**src/rtl/uart_rx_pkg.sv**
```systemverilog
/*
  Shared constants and types of the asynchronous serial receiver core:
  oversampling ratios, voting positions, frame limits, the receive
  buffer entry and the receiver state encoding.
  Assumes a single system clock; no other package is needed.
*/
package uart_rx_pkg;

  // widest character: nine data bits
  localparam int unsigned DATA_W       = 9;
  localparam int unsigned RX_BUF_DEPTH = 2;

  // samples per bit and first voting sample, normal and double speed
  localparam logic [4:0] OSR_NORMAL        = 5'h10;
  localparam logic [4:0] OSR_DOUBLE        = 5'h08;
  localparam logic [4:0] VOTE_FIRST_NORMAL = 5'h08;
  localparam logic [4:0] VOTE_FIRST_DOUBLE = 5'h04;
  localparam logic [4:0] VOTE_SPAN         = 5'h02;

  // legal character sizes
  localparam logic [3:0] CHAR_BITS_MIN = 4'h5;
  localparam logic [3:0] CHAR_BITS_MAX = 4'h9;

  typedef struct packed {
    logic [DATA_W-1:0] data;
    logic              frame_err;
    logic              overrun;
    logic              parity_err;
  } rx_entry_t;

  localparam int unsigned ENTRY_W = $bits(rx_entry_t);

  typedef enum logic [1:0] {
    RX_IDLE,
    RX_START,
    RX_BITS
  } rx_state_t;

  function automatic logic majority3(input logic a, input logic b, input logic c);
    return (a & b) | (a & c) | (b & c);
  endfunction : majority3

endpackage : uart_rx_pkg

```
**src/rtl/uart_rx_core.sv**
```systemverilog
/*
  Asynchronous serial receiver core: start-bit detection with majority
  vote, per-bit data recovery, parity check, and a two-entry buffer that
  carries each frame's error flags with it.
  Assumes sample_tick is a one-cycle enable at 16x (or 8x in double
  speed) the baud rate from a divider on clk, and that the character
  size stays between 5 and 9 while the receiver is enabled.
*/
// How it works
// error flags travel inside the buffer entry of their own frame.
// reading the data location pops the buffer and changes the shown flags.
// software writes to the flag positions never alter stored flags.
// software writes zero to every flag position when writing that register.
// no error flag can raise an interrupt.
// frame error shows the first stop bit of the head frame, inverted.
// only the first stop bit is examined; extra stop bits are ignored.
// overrun sets when buffer full, a character waits, and a start arrives.
// overrun clears when the waiting frame moves into the buffer.
// parity check runs only when enabled; select bit chooses odd or even.
// parity error stored only when check enabled at arrival; valid until read.
// parity error reads zero while parity checking is disabled.
// disabling stops reception at once and frees the input pin.
// disabling empties the receive buffer, discarding unread entries.
// software flushes by reading data until receive complete clears.
// sample at 16x baud normally, 8x in double speed.
// count from the first low sample; vote start on 8,9,10 or 4,5,6.
// two or more high start samples reject it as noise.
// sampling phase resynchronises on every valid start bit.
// each bit spans 16 sample states normally, 8 in double speed.
// every bit is the majority of its three centre samples.
// stop voted zero sets frame error; hunt starts right after its last vote.
// first voting sample is 8 or 4, middle is 9 or 5.
// receive complete is high exactly while the buffer holds unread data.
// select bit zero checks even parity, one checks odd.
`timescale 1ns/1ps
module uart_rx_core import uart_rx_pkg::*; #(
  parameter int unsigned BUF_DEPTH = RX_BUF_DEPTH
) (
  // clock and reset
  input  wire logic              clk,
  input  wire logic              reset_n,
  // configuration
  input  wire logic              rx_enable_bit,
  input  wire logic              double_speed_select,
  input  wire logic              parity_check_enable,
  input  wire logic              parity_odd_select,
  input  wire logic [3:0]        char_bits,
  input  wire logic              sample_tick,
  // serial pin
  input  wire logic              serial_input_pin,
  output logic                   rx_pin_override,
  // software side
  input  wire logic              rd_data_strobe,
  input  wire logic              status_write,
  output logic                   rx_complete_flag,
  output logic      [DATA_W-1:0] rx_data,
  output logic                   frame_error_flag,
  output logic                   overrun_flag,
  output logic                   parity_error_flag
);

  typedef struct packed {
    logic              meta;
    logic              line;
    rx_state_t         state;
    logic [4:0]        cnt;
    logic [3:0]        bit_idx;
    logic [1:0]        votes;
    logic              prev;
    logic [DATA_W-1:0] shreg;
    logic              par_err;
    rx_entry_t         pend;
    logic              pend_valid;
  } core_t;

  core_t      cur;
  core_t      next_cur;
  logic [4:0] osr;
  logic [4:0] vote_first;
  logic [4:0] vote_last;
  logic [3:0] parity_idx;
  logic [3:0] stop_idx;
  logic       in_ready;
  rx_entry_t  head;

  // right-justify the shifted-in character, upper bits zero
  function automatic logic [DATA_W-1:0] align_char(input logic [DATA_W-1:0] sh,
                                                   input logic [3:0] n);
    return sh >> (4'(DATA_W) - n);
  endfunction : align_char

  assign osr        = double_speed_select ? OSR_DOUBLE : OSR_NORMAL;
  assign vote_first = double_speed_select ? VOTE_FIRST_DOUBLE : VOTE_FIRST_NORMAL;
  assign vote_last  = vote_first + VOTE_SPAN;
  assign parity_idx = char_bits + 4'h1;
  // stop follows data and optional parity; later stop bits never counted
  assign stop_idx   = parity_idx + {3'h0, parity_check_enable};

  always_comb begin
    logic [4:0] samp;
    logic       bitv;
    samp     = 5'h00;
    bitv     = 1'b0;
    next_cur = cur;
    // first flop feeds only the second
    next_cur.meta = serial_input_pin;
    next_cur.line = cur.meta;
    if (cur.pend_valid && in_ready) begin
      next_cur.pend_valid   = 1'b0;
      next_cur.pend.overrun = 1'b0;
    end
    if (!rx_enable_bit) begin
      // abandon the frame; a high must be seen again before a start
      next_cur.state        = RX_IDLE;
      next_cur.prev         = 1'b0;
      next_cur.pend_valid   = 1'b0;
      next_cur.pend.overrun = 1'b0;
    end else if (sample_tick) begin
      unique case (cur.state)
        RX_IDLE: begin
          next_cur.prev = cur.line;
          if (cur.prev && !cur.line) begin
            next_cur.state   = RX_START;
            next_cur.cnt     = 5'h01;
            next_cur.bit_idx = 4'h0;
          end
        end
        RX_START, RX_BITS: begin
          samp         = (cur.cnt == osr) ? 5'h01 : cur.cnt + 5'h01;
          next_cur.cnt = samp;
          if (cur.cnt == osr) begin
            next_cur.bit_idx = cur.bit_idx + 4'h1;
          end
          if (samp == vote_first) begin
            next_cur.votes[0] = cur.line;
          end
          if (samp == vote_first + 5'h01) begin
            next_cur.votes[1] = cur.line;
          end
          if (samp == vote_last) begin
            bitv = majority3(cur.votes[0], cur.votes[1], cur.line);
            if (cur.state == RX_START) begin
              if (bitv) begin
                next_cur.state = RX_IDLE;
                next_cur.prev  = cur.line;
              end else begin
                // phase now locked to this start bit
                next_cur.state   = RX_BITS;
                next_cur.par_err = 1'b0;
                if (cur.pend_valid && !in_ready) begin
                  next_cur.pend.overrun = 1'b1;
                end
              end
            end else if (cur.bit_idx <= char_bits) begin
              next_cur.shreg = {bitv, cur.shreg[DATA_W-1:1]};
            end else if (cur.bit_idx < stop_idx) begin
              // checker result latched with the frame, even when zero
              next_cur.par_err = parity_check_enable &&
                (^align_char(cur.shreg, char_bits) ^ bitv) != parity_odd_select;
            end else begin
              // first stop bit decided: hunt for the next start right away
              next_cur.state = RX_IDLE;
              next_cur.prev  = cur.line;
              // a frame finishing while the older one still waits is lost
              if (!next_cur.pend_valid) begin
                next_cur.pend_valid      = 1'b1;
                next_cur.pend.data       = align_char(cur.shreg, char_bits);
                next_cur.pend.frame_err  = !bitv;
                next_cur.pend.parity_err = cur.par_err;
              end
            end
          end
        end
        default: begin
          next_cur.state = RX_IDLE;
        end
      endcase
    end
  end

  always_ff @(posedge clk or negedge reset_n) begin
    if (!reset_n) begin
      cur <= '0;
    end else begin
      cur <= next_cur;
    end
  end

  // flags ride in the entry next to their data
  rx_fifo2 #(
    .WIDTH (ENTRY_W),
    .DEPTH (BUF_DEPTH)
  ) u_buf (
    .clk       (clk),
    .reset_n   (reset_n),
    .flush     (!rx_enable_bit),
    .in_valid  (cur.pend_valid),
    .in_ready  (in_ready),
    .in_data   (cur.pend),
    .out_valid (rx_complete_flag),
    .out_ready (rd_data_strobe),
    .out_data  (head)
  );

  // no write path reaches the stored flags, and none of them has an interrupt
  assign rx_pin_override   = rx_enable_bit;
  assign rx_data           = head.data;
  assign frame_error_flag  = head.frame_err;
  assign overrun_flag      = head.overrun;
  assign parity_error_flag = head.parity_err && parity_check_enable;
endmodule : uart_rx_core

```
**src/rtl/rx_fifo2.sv**
```systemverilog
/*
  Small shifting receive buffer with valid/ready on both sides.
  The oldest entry always sits in slot 0, so the read side sees flops.
  Assumes one clock domain and a flush that outranks push and pop.
*/
`timescale 1ns/1ps
module rx_fifo2 #(
  parameter int unsigned WIDTH = 12,
  parameter int unsigned DEPTH = 2
) (
  // clock and reset
  input  wire logic             clk,
  input  wire logic             reset_n,
  // control
  input  wire logic             flush,
  // fill side
  input  wire logic             in_valid,
  output logic                  in_ready,
  input  wire logic [WIDTH-1:0] in_data,
  // drain side
  output logic                  out_valid,
  input  wire logic             out_ready,
  output logic      [WIDTH-1:0] out_data
);

  localparam int unsigned CW = $clog2(DEPTH + 1);

  typedef struct packed {
    logic [DEPTH-1:0][WIDTH-1:0] mem;
    logic [CW-1:0]               count;
  } fifo_t;

  fifo_t cur;
  fifo_t next_cur;
  logic  push;
  logic  pop;

  // no pass-through when full: keeps in_ready free of out_ready
  assign in_ready  = cur.count != CW'(DEPTH);
  assign out_valid = cur.count != '0;
  assign out_data  = cur.mem[0];
  assign push      = in_valid && in_ready;
  assign pop       = out_ready && out_valid;

  always_comb begin
    next_cur = cur;
    if (pop) begin
      for (int i = 0; i < int'(DEPTH) - 1; i++) begin
        next_cur.mem[i] = cur.mem[i+1];
      end
    end
    if (push) begin
      next_cur.mem[cur.count - CW'(pop)] = in_data;
    end
    next_cur.count = cur.count + CW'(push) - CW'(pop);
    if (flush) begin
      next_cur.count = '0;
    end
  end

  always_ff @(posedge clk or negedge reset_n) begin
    if (!reset_n) begin
      cur <= '0;
    end else begin
      cur <= next_cur;
    end
  end
endmodule : rx_fifo2

```
**config.mk**
```make
export PLATFORM = sky130hd
export DESIGN_NAME = uart_rx_core
export DESIGN_NICKNAME = d
export VERILOG_FILES = /design/src/rtl/uart_rx_pkg.sv /design/src/rtl/uart_rx_core.sv /design/src/rtl/rx_fifo2.sv
export SDC_FILE = /design/constraint.sdc
export NUM_CORES = 1
export LEC_CHECK = 0
export BUFFER_PORTS_ARGS = -buffer_cell sky130_fd_sc_hd__buf_2
export CAP_MARGIN = 10
export CELL_PAD_IN_SITES_DETAIL_PLACEMENT = 1
export CELL_PAD_IN_SITES_GLOBAL_PLACEMENT = 2
export CORE_UTILIZATION = 33
export CTS_CLUSTER_SIZE = 10
export DETAILED_ROUTE_END_ITERATION = 7
export PLACE_DENSITY_LB_ADDON = 0.1
export SETUP_SLACK_MARGIN = 0.02
export SLEW_MARGIN = 10
export SYNTH_ARGS = -nofsm -noshare
export SYNTH_HDL_FRONTEND = slang
export SYNTH_SLANG_ARGS = --single-unit
```
**constraint.sdc**
```tcl
create_clock -name clk -period 3.8 [get_ports clk]
set_input_delay 0.38 -clock clk [delete_from_list [all_inputs] [get_ports clk]]
set_output_delay 0.38 -clock clk [all_outputs]
set_load 0.03 [all_outputs]
```
Yosys cells after proc, flatten, opt, wreduce, memory -nomap -nowiden
Index checks and enable logic that the tools add are counted.
Widths: inputs -> output; s select.
{"block": "totals", "regBits": 65, "in_bits": 14, "output_inout_bits": 14, "elab_cells": 138}
{"block": "classes", "addsub": 10, "magnitude_cmp": 4, "n_eq_ne": 19, "shifts": 1, "n_mux": 51, "bitwise": 10, "reduce_logical": 25}
{"cell": "$mux 37", "count": 1}
{"cell": "$mux 12", "count": 3}
{"cell": "$mux 10", "count": 3}
{"cell": "$bwmux 24", "count": 1}
{"cell": "$mux 2", "count": 12}
{"cell": "$mux 24", "count": 1}
{"cell": "$mux 23", "count": 1}
{"cell": "$mux 11", "count": 2}
{"cell": "$mux 9", "count": 2}
{"cell": "$pmux 9 s2", "count": 1}
{"cell": "$mux 1", "count": 17}
{"cell": "$eq 5x5->1", "count": 3}
{"cell": "$demux 12 s1", "count": 1}
{"cell": "$ne 4x4->1 const B", "count": 3}
{"cell": "$reduce_and 4->1", "count": 3}
{"cell": "$reduce_and 6->1", "count": 2}
{"cell": "$mux 5", "count": 2}
{"cell": "$ne 2x2->1 const B", "count": 5}
{"cell": "$reduce_and 5->1", "count": 2}
{"cell": "$reduce_xor 9->1", "count": 1}
{"cell": "$shr 9x4->9", "count": 1}
{"cell": "$add 4x1->4 const B", "count": 2}
{"cell": "$mux 4", "count": 2}
{"cell": "$reduce_and 8->1", "count": 1}
{"cell": "30 further kinds", "count": 48}

Logic depth before layout (Yosys ltp)
{"block": "logic_depth", "ltp_word": 13, "depth_mapped": 15, "depth_no_buf": 13}

By module
From an unflattened synthesis, not the netlist that was laid out.
{"block": "unflattened", "cells_unflattened": 422, "hier_area_um2": 4286.6}
{"mod": "uart_rx_core", "instances": 1, "cells_each": 311, "area_each_um2": 2959.1, "seq_area_each_um2": 975.9}
{"mod": "rx_fifo2", "instances": 1, "cells_each": 111, "area_each_um2": 1327.5, "seq_area_each_um2": 650.6}

Worst setup path after synthesis
No wires, ideal clock.
{"block": "synth_timing", "path_type": "reg-to-reg", "startpoint": "register u_buf.cur[1] in the netlist's numbering", "endpoint": "register u_buf.cur[16] in the netlist's numbering", "setup_ns": 0.125, "arrival_ns": 2.836, "required_time_ns": 3.675, "slack_ns": 0.840, "stages_incl_launch_ff": 10, "n_path_buf": 2, "synth_period_minus_slack_ns": 2.960, "path_cell_list": "dfrtp_1 -> or2_2 -> nand2_1 -> buf_1 -> inv_1 -> ha_1 -> xnor2_1 -> and3_1 -> buf_1 -> mux2_2"}
{"block": "synth_via", "elab_chain_cells": 8, "elab_cells_between_ends": 11, "cone_classes": "1 x add/sub; 2 x order compare; 1 x eq/ne; 3 x mux; 4 x reduce/logical"}
{"item": "start, declared", "line": "rx_fifo2.sv:33", "source": "fifo_t cur;"}
{"item": "start signal, assigned", "line": "rx_fifo2.sv:65", "source": "cur <= next_cur;"}
{"item": "$reduce_bool 2->1 (*)", "line": "rx_fifo2.sv:40", "source": "assign out_valid = cur.count != '0;"}
{"item": "net rx_complete_flag", "line": "uart_rx_core.sv:55", "source": "output logic rx_complete_flag,"}
{"item": "$logic_and 1x1->1 (*)", "line": "rx_fifo2.sv:43", "source": "assign pop = out_ready && out_valid;"}
{"item": "$sub 2x1->2 (*)", "line": "rx_fifo2.sv:53", "source": "next_cur.mem[cur.count - CW'(pop)] = in_data;"}
{"item": "$ge 2x1->1 (not written as such) or $lt 2x2->1 (tied branches)", "line": "rx_fifo2.sv:53"}
{"item": "$logic_and 1x1->1 (not written as such)", "line": "rx_fifo2.sv:53"}
{"item": "$mux 12 (not written as such)", "line": "rx_fifo2.sv:53"}
{"item": "$demux 12 s1 (*)"}
{"item": "$bwmux 24 (*)", "line": "rx_fifo2.sv:53"}
The timed path passes the listed nets; every way through them passes the cells marked *.
A chain may end at the register's enable or synchronous reset.

Final worst setup path
{"block": "layout_timing", "startpoint": "register cur[30] in the netlist's numbering", "endpoint": "register cur[1] in the netlist's numbering"}
{"block": "layout_via", "elab_chain_cells": 4, "elab_cells_between_ends": 5, "cone_classes": "1 x add/sub; 2 x eq/ne; 1 x mux; 1 x reduce/logical"}
{"item": "start, declared", "line": "uart_rx_core.sv:76", "source": "core_t cur;"}
{"item": "start signal, assigned", "line": "uart_rx_core.sv:185", "source": "cur <= next_cur;"}
{"item": "$add 5x1->5 or $eq 5x5->1 (tied branches)", "line": "uart_rx_core.sv:129", "source": "samp = (cur.cnt == osr) ? 5'h01 : cur.cnt + 5'h01;"}
{"item": "$mux 5 (*)", "line": "uart_rx_core.sv:129"}
{"item": "$eq 5x5->1 (*)", "line": "uart_rx_core.sv:140", "source": "if (samp == vote_last) begin"}
{"item": "$reduce_and 8->1 (no source line) (*)"}
Mark *: on every way between the ends. The rest lies on a longest branch, timed or not.

==> metrics.csv <==
stage;metric;value;unit
status;status;finished, violations left;
status;failing checks;DRC;
route;Residual DRC;6;
global_route;vias in the first global route;2855;
placement;GP Congestion;0.742;
worst_setup_path;CP Data Required Time;4.01;ns
clock_network;clk root buf;clkbuf_16;
sta;Fmax achieved;316;MHz
logic_synthesis;post-synthesis async set-or-reset flop share;100;%
worst_setup_path;kind of critical path;reg2reg;
logic_synthesis;Post-Synthesis Cells;384;
logic_synthesis;top cell type by total area after synthesis;dfrtp_1;
route;via count;2753;
clock_network;total CTS buffers;9;
power_and_ir_drop;Peak VDD IR;179;µV
logic_synthesis;synthesized area;3980;µm²
floorplanning;core area;11600;µm²
logic_synthesis;synth unique cells;54;
route;Post-DRT Antenna Nets;0;
sta;Final Hold Vio Count;0;
floorplanning;area of the die;12500;µm²
global_route;Tot GR Track Use;15.6;%
logic_synthesis;Syn Nets;421;
cells_and_area;register area;1630;µm²
sta;RSZ-0062 raised after global routing;false;
global_route;initial antenna violation count;0;
sta;total negative slack;0;ns
sta;Final Max Slew Viols;0;
cells_and_area;most common cell after layout, fill and taps aside;dfrtp_1;
sta;Tmin final;3.16;ns
cells_and_area;# diodes;0;
cells_and_area;Post-layout nets;434;
floorplanning;Rows;39;
floorplanning;Initial Util;34.4;%
worst_setup_path;CP endpoint kind;flip-flop;
worst_setup_path;cells along the critical path;ha_1 -> and2_1 -> a2111oi_2 -> o221ai_2 -> or3_4 -> or3_1 -> mux2_4;
sta;Fin Clk Skew;0.00870;ns
sta;Max-slew headroom;38.6;%
clock_network;clock sink total;65;
cells_and_area;Multi-input gate area;2100;µm²
sta;final hold slack;0.156;ns
clock_network;CTS resizes;0;
power_and_ir_drop;Power Density;416;nW/µm²
route;WL/cell;15.8;µm
logic_synthesis;EDFF count, synth;0;
logic_synthesis;Yosys warning total;0;
clock_network;worst-skew pair later-pin latency;0.33;ns
logic_synthesis;Yosys reg bits;65;
logic_synthesis;sequential share of the synthesized area;40.9;%
cells_and_area;Core Util, Final;38.4;%
worst_setup_path;Crit Path Max Fanout;19;
route;routed vias/inst;5.06;
worst_setup_path;CP Data Arrival Time;3.37;ns
logic_synthesis;Yosys top cell area share;40.9;%
clock_network;number of post-CTS setup repair buffers;0;
global_route;total congestion overflow;0;
floorplanning;Die Y;112;µm
route;total routed wirelength;8620;µm
cells_and_area;commonest non-fill, non-tap cells in the layout;65 x dfrtp_1, 27 x nand2_1, 26 x buf_2;
global_route;first-pass GRT wire length;15200;µm
min_path;worst hold-check path type;in2async;
placement;input/output buffers;26;
clock_network;TritonCTS clock tree;yes;
clock_network;Reg clk slew, reported paths;0.05;ns
route;First-pass DRT Iterations;8;
cells_and_area;non-filler cells, final;544;
sta;Worst Max-Slew Pin Slew;0.919;ns
cells_and_area;share of cells above drive strength 1;21.4;%
sta;part of the cycle the worst path needs;83.2;%
power_and_ir_drop;leakage;2.25;nW
logic_synthesis;syn_area_per_cell;10.4;µm²
placement;Detail Placement HPWL;6200;µm
logic_synthesis;synth top area cells;dfrtp_1 41%, ha_1 7.2%, mux2_2 6.8%;
worst_setup_path;slowest stage delay, CP;0.70;ns
floorplanning;io pins;28;
clock_network;hold_buf cts;0;
cells_and_area;Area Overhead vs Synth;11.7;%
cells_and_area;Fillers;1302;
worst_setup_path;Slowest-stage cell, CP;or3_1;
worst_setup_path;Startpoint Class;flip-flop;
run;max-cap violations;0;
logic_synthesis;most frequently used flop master after synthesis;dfrtp_1;
sta;Final setup viols;0;
floorplanning;Chip Width;112;µm
global_route;maximum number of pins on one net before global-route repair;37;
clock_network;Longest Clk Path Bufs;2;
clock_network;htree depth;3;
route;drt initial violations;121;
placement;dpl cells;529;
==> cells by family after synthesis <==
| kind of cell | synth area share [%] |
|---|---|
| AO/OA/AOI/OAI | 11.8 |
| XOR/XNOR | 4.19 |
| adder cells (fa/ha/maj) | 7.24 |
| buffers and inverters | 6.26 |
| flip-flops | 40.9 |
| multiplexers | 16.5 |
| AND/OR/NAND/NOR | 13.1 |
==> worst paths after layout <==
| check | from | endpoint | slack (ns) | depth (start not counted) |
|---|---|---|---|---|
| worst max-delay path | cur[30] | cur[1] | 0.64 | 7 |
| worst min-delay path | reset_n | u_buf.out_data[8] | 0.16 | 1 |
| worst max register to register | cur[30] | cur[1] | 0.64 | 7 |
| worst min register to register | cur[38] | cur[37] | 0.35 | 0 |
| max in group asynchronous | reset_n | cur[24] | 2.70 | 2 |
| min in group clk | serial_input_pin | cur[38] | 0.16 | 1 |
==> synthesized netlist by cell type (all sizes together), types with 5 or more instances <==
cell type and n:
inv 23, dfrtp 65, nor2 24, clkbuf 10
buf 17, xnor2 10, nand2 27, and2 5
mux2 27, nor3 8, o21ai 19, xor2 9
a21oi 20, ha 23, a21o 5, mux2i 25
nor2b 6, nand3 13
==> final cells by class <==
| class | instances | area share [%] |
|---|---|---|
| Multi-Input combinational cell | 269 | 47.3 |
| Clock buffer | 13 | 5.86 |
| Inverter | 23 | 1.94 |
| Timing Repair Buffer | 29 | 3.44 |
| Clock inverter | 2 | 0.845 |
| Tap cell | 143 | 4.03 |
| Sequential cell | 65 | 36.6 |
==> worst max-delay path, delay by kind of cell (launching register included) <==
family | cells | cell delay, ns
and+or+nand+nor | 3 | 1.33
AOI/OAI and AO/OA | 2 | 0.56
DFF | 1 | 0.48
muxes | 1 | 0.40
adders and majority gates | 1 | 0.27
==> sequential cells by signal, summed over array words and instances (netlist names) <==
signal and cells:
cur 39, u_buf.cur 14, u_buf.out_data 12
==> stage by stage <==
step	worst slack, ns	cell area [µm²]	power [mW]
floorplan	0.840	3980	0.938
global placement	0.567	4150	1.02
detailed placement	0.541	4150	1.02
CTS	0.574	4440	1.88
global route	0.399	4440	1.95
finish	0.640	4440	1.85
==> power by group <==
group          total [mW]  internal [mW]  switching, mW
sequential          0.748          0.714         0.0335
clock               0.845          0.541          0.304
combinational       0.258          0.106          0.152
total                1.85           1.36          0.489
==> metal layers <==
metal,part of all wire [%],vias to the layer above,track usage (%)
met1,54,1339,21.7
met5,0,-,0
met2,42,31,23.4
met4,1.6,0,6.22
met3,2.7,10,3.32
li1,-,1373,-
No activity file was read; power rests on OpenSTA's default activity.
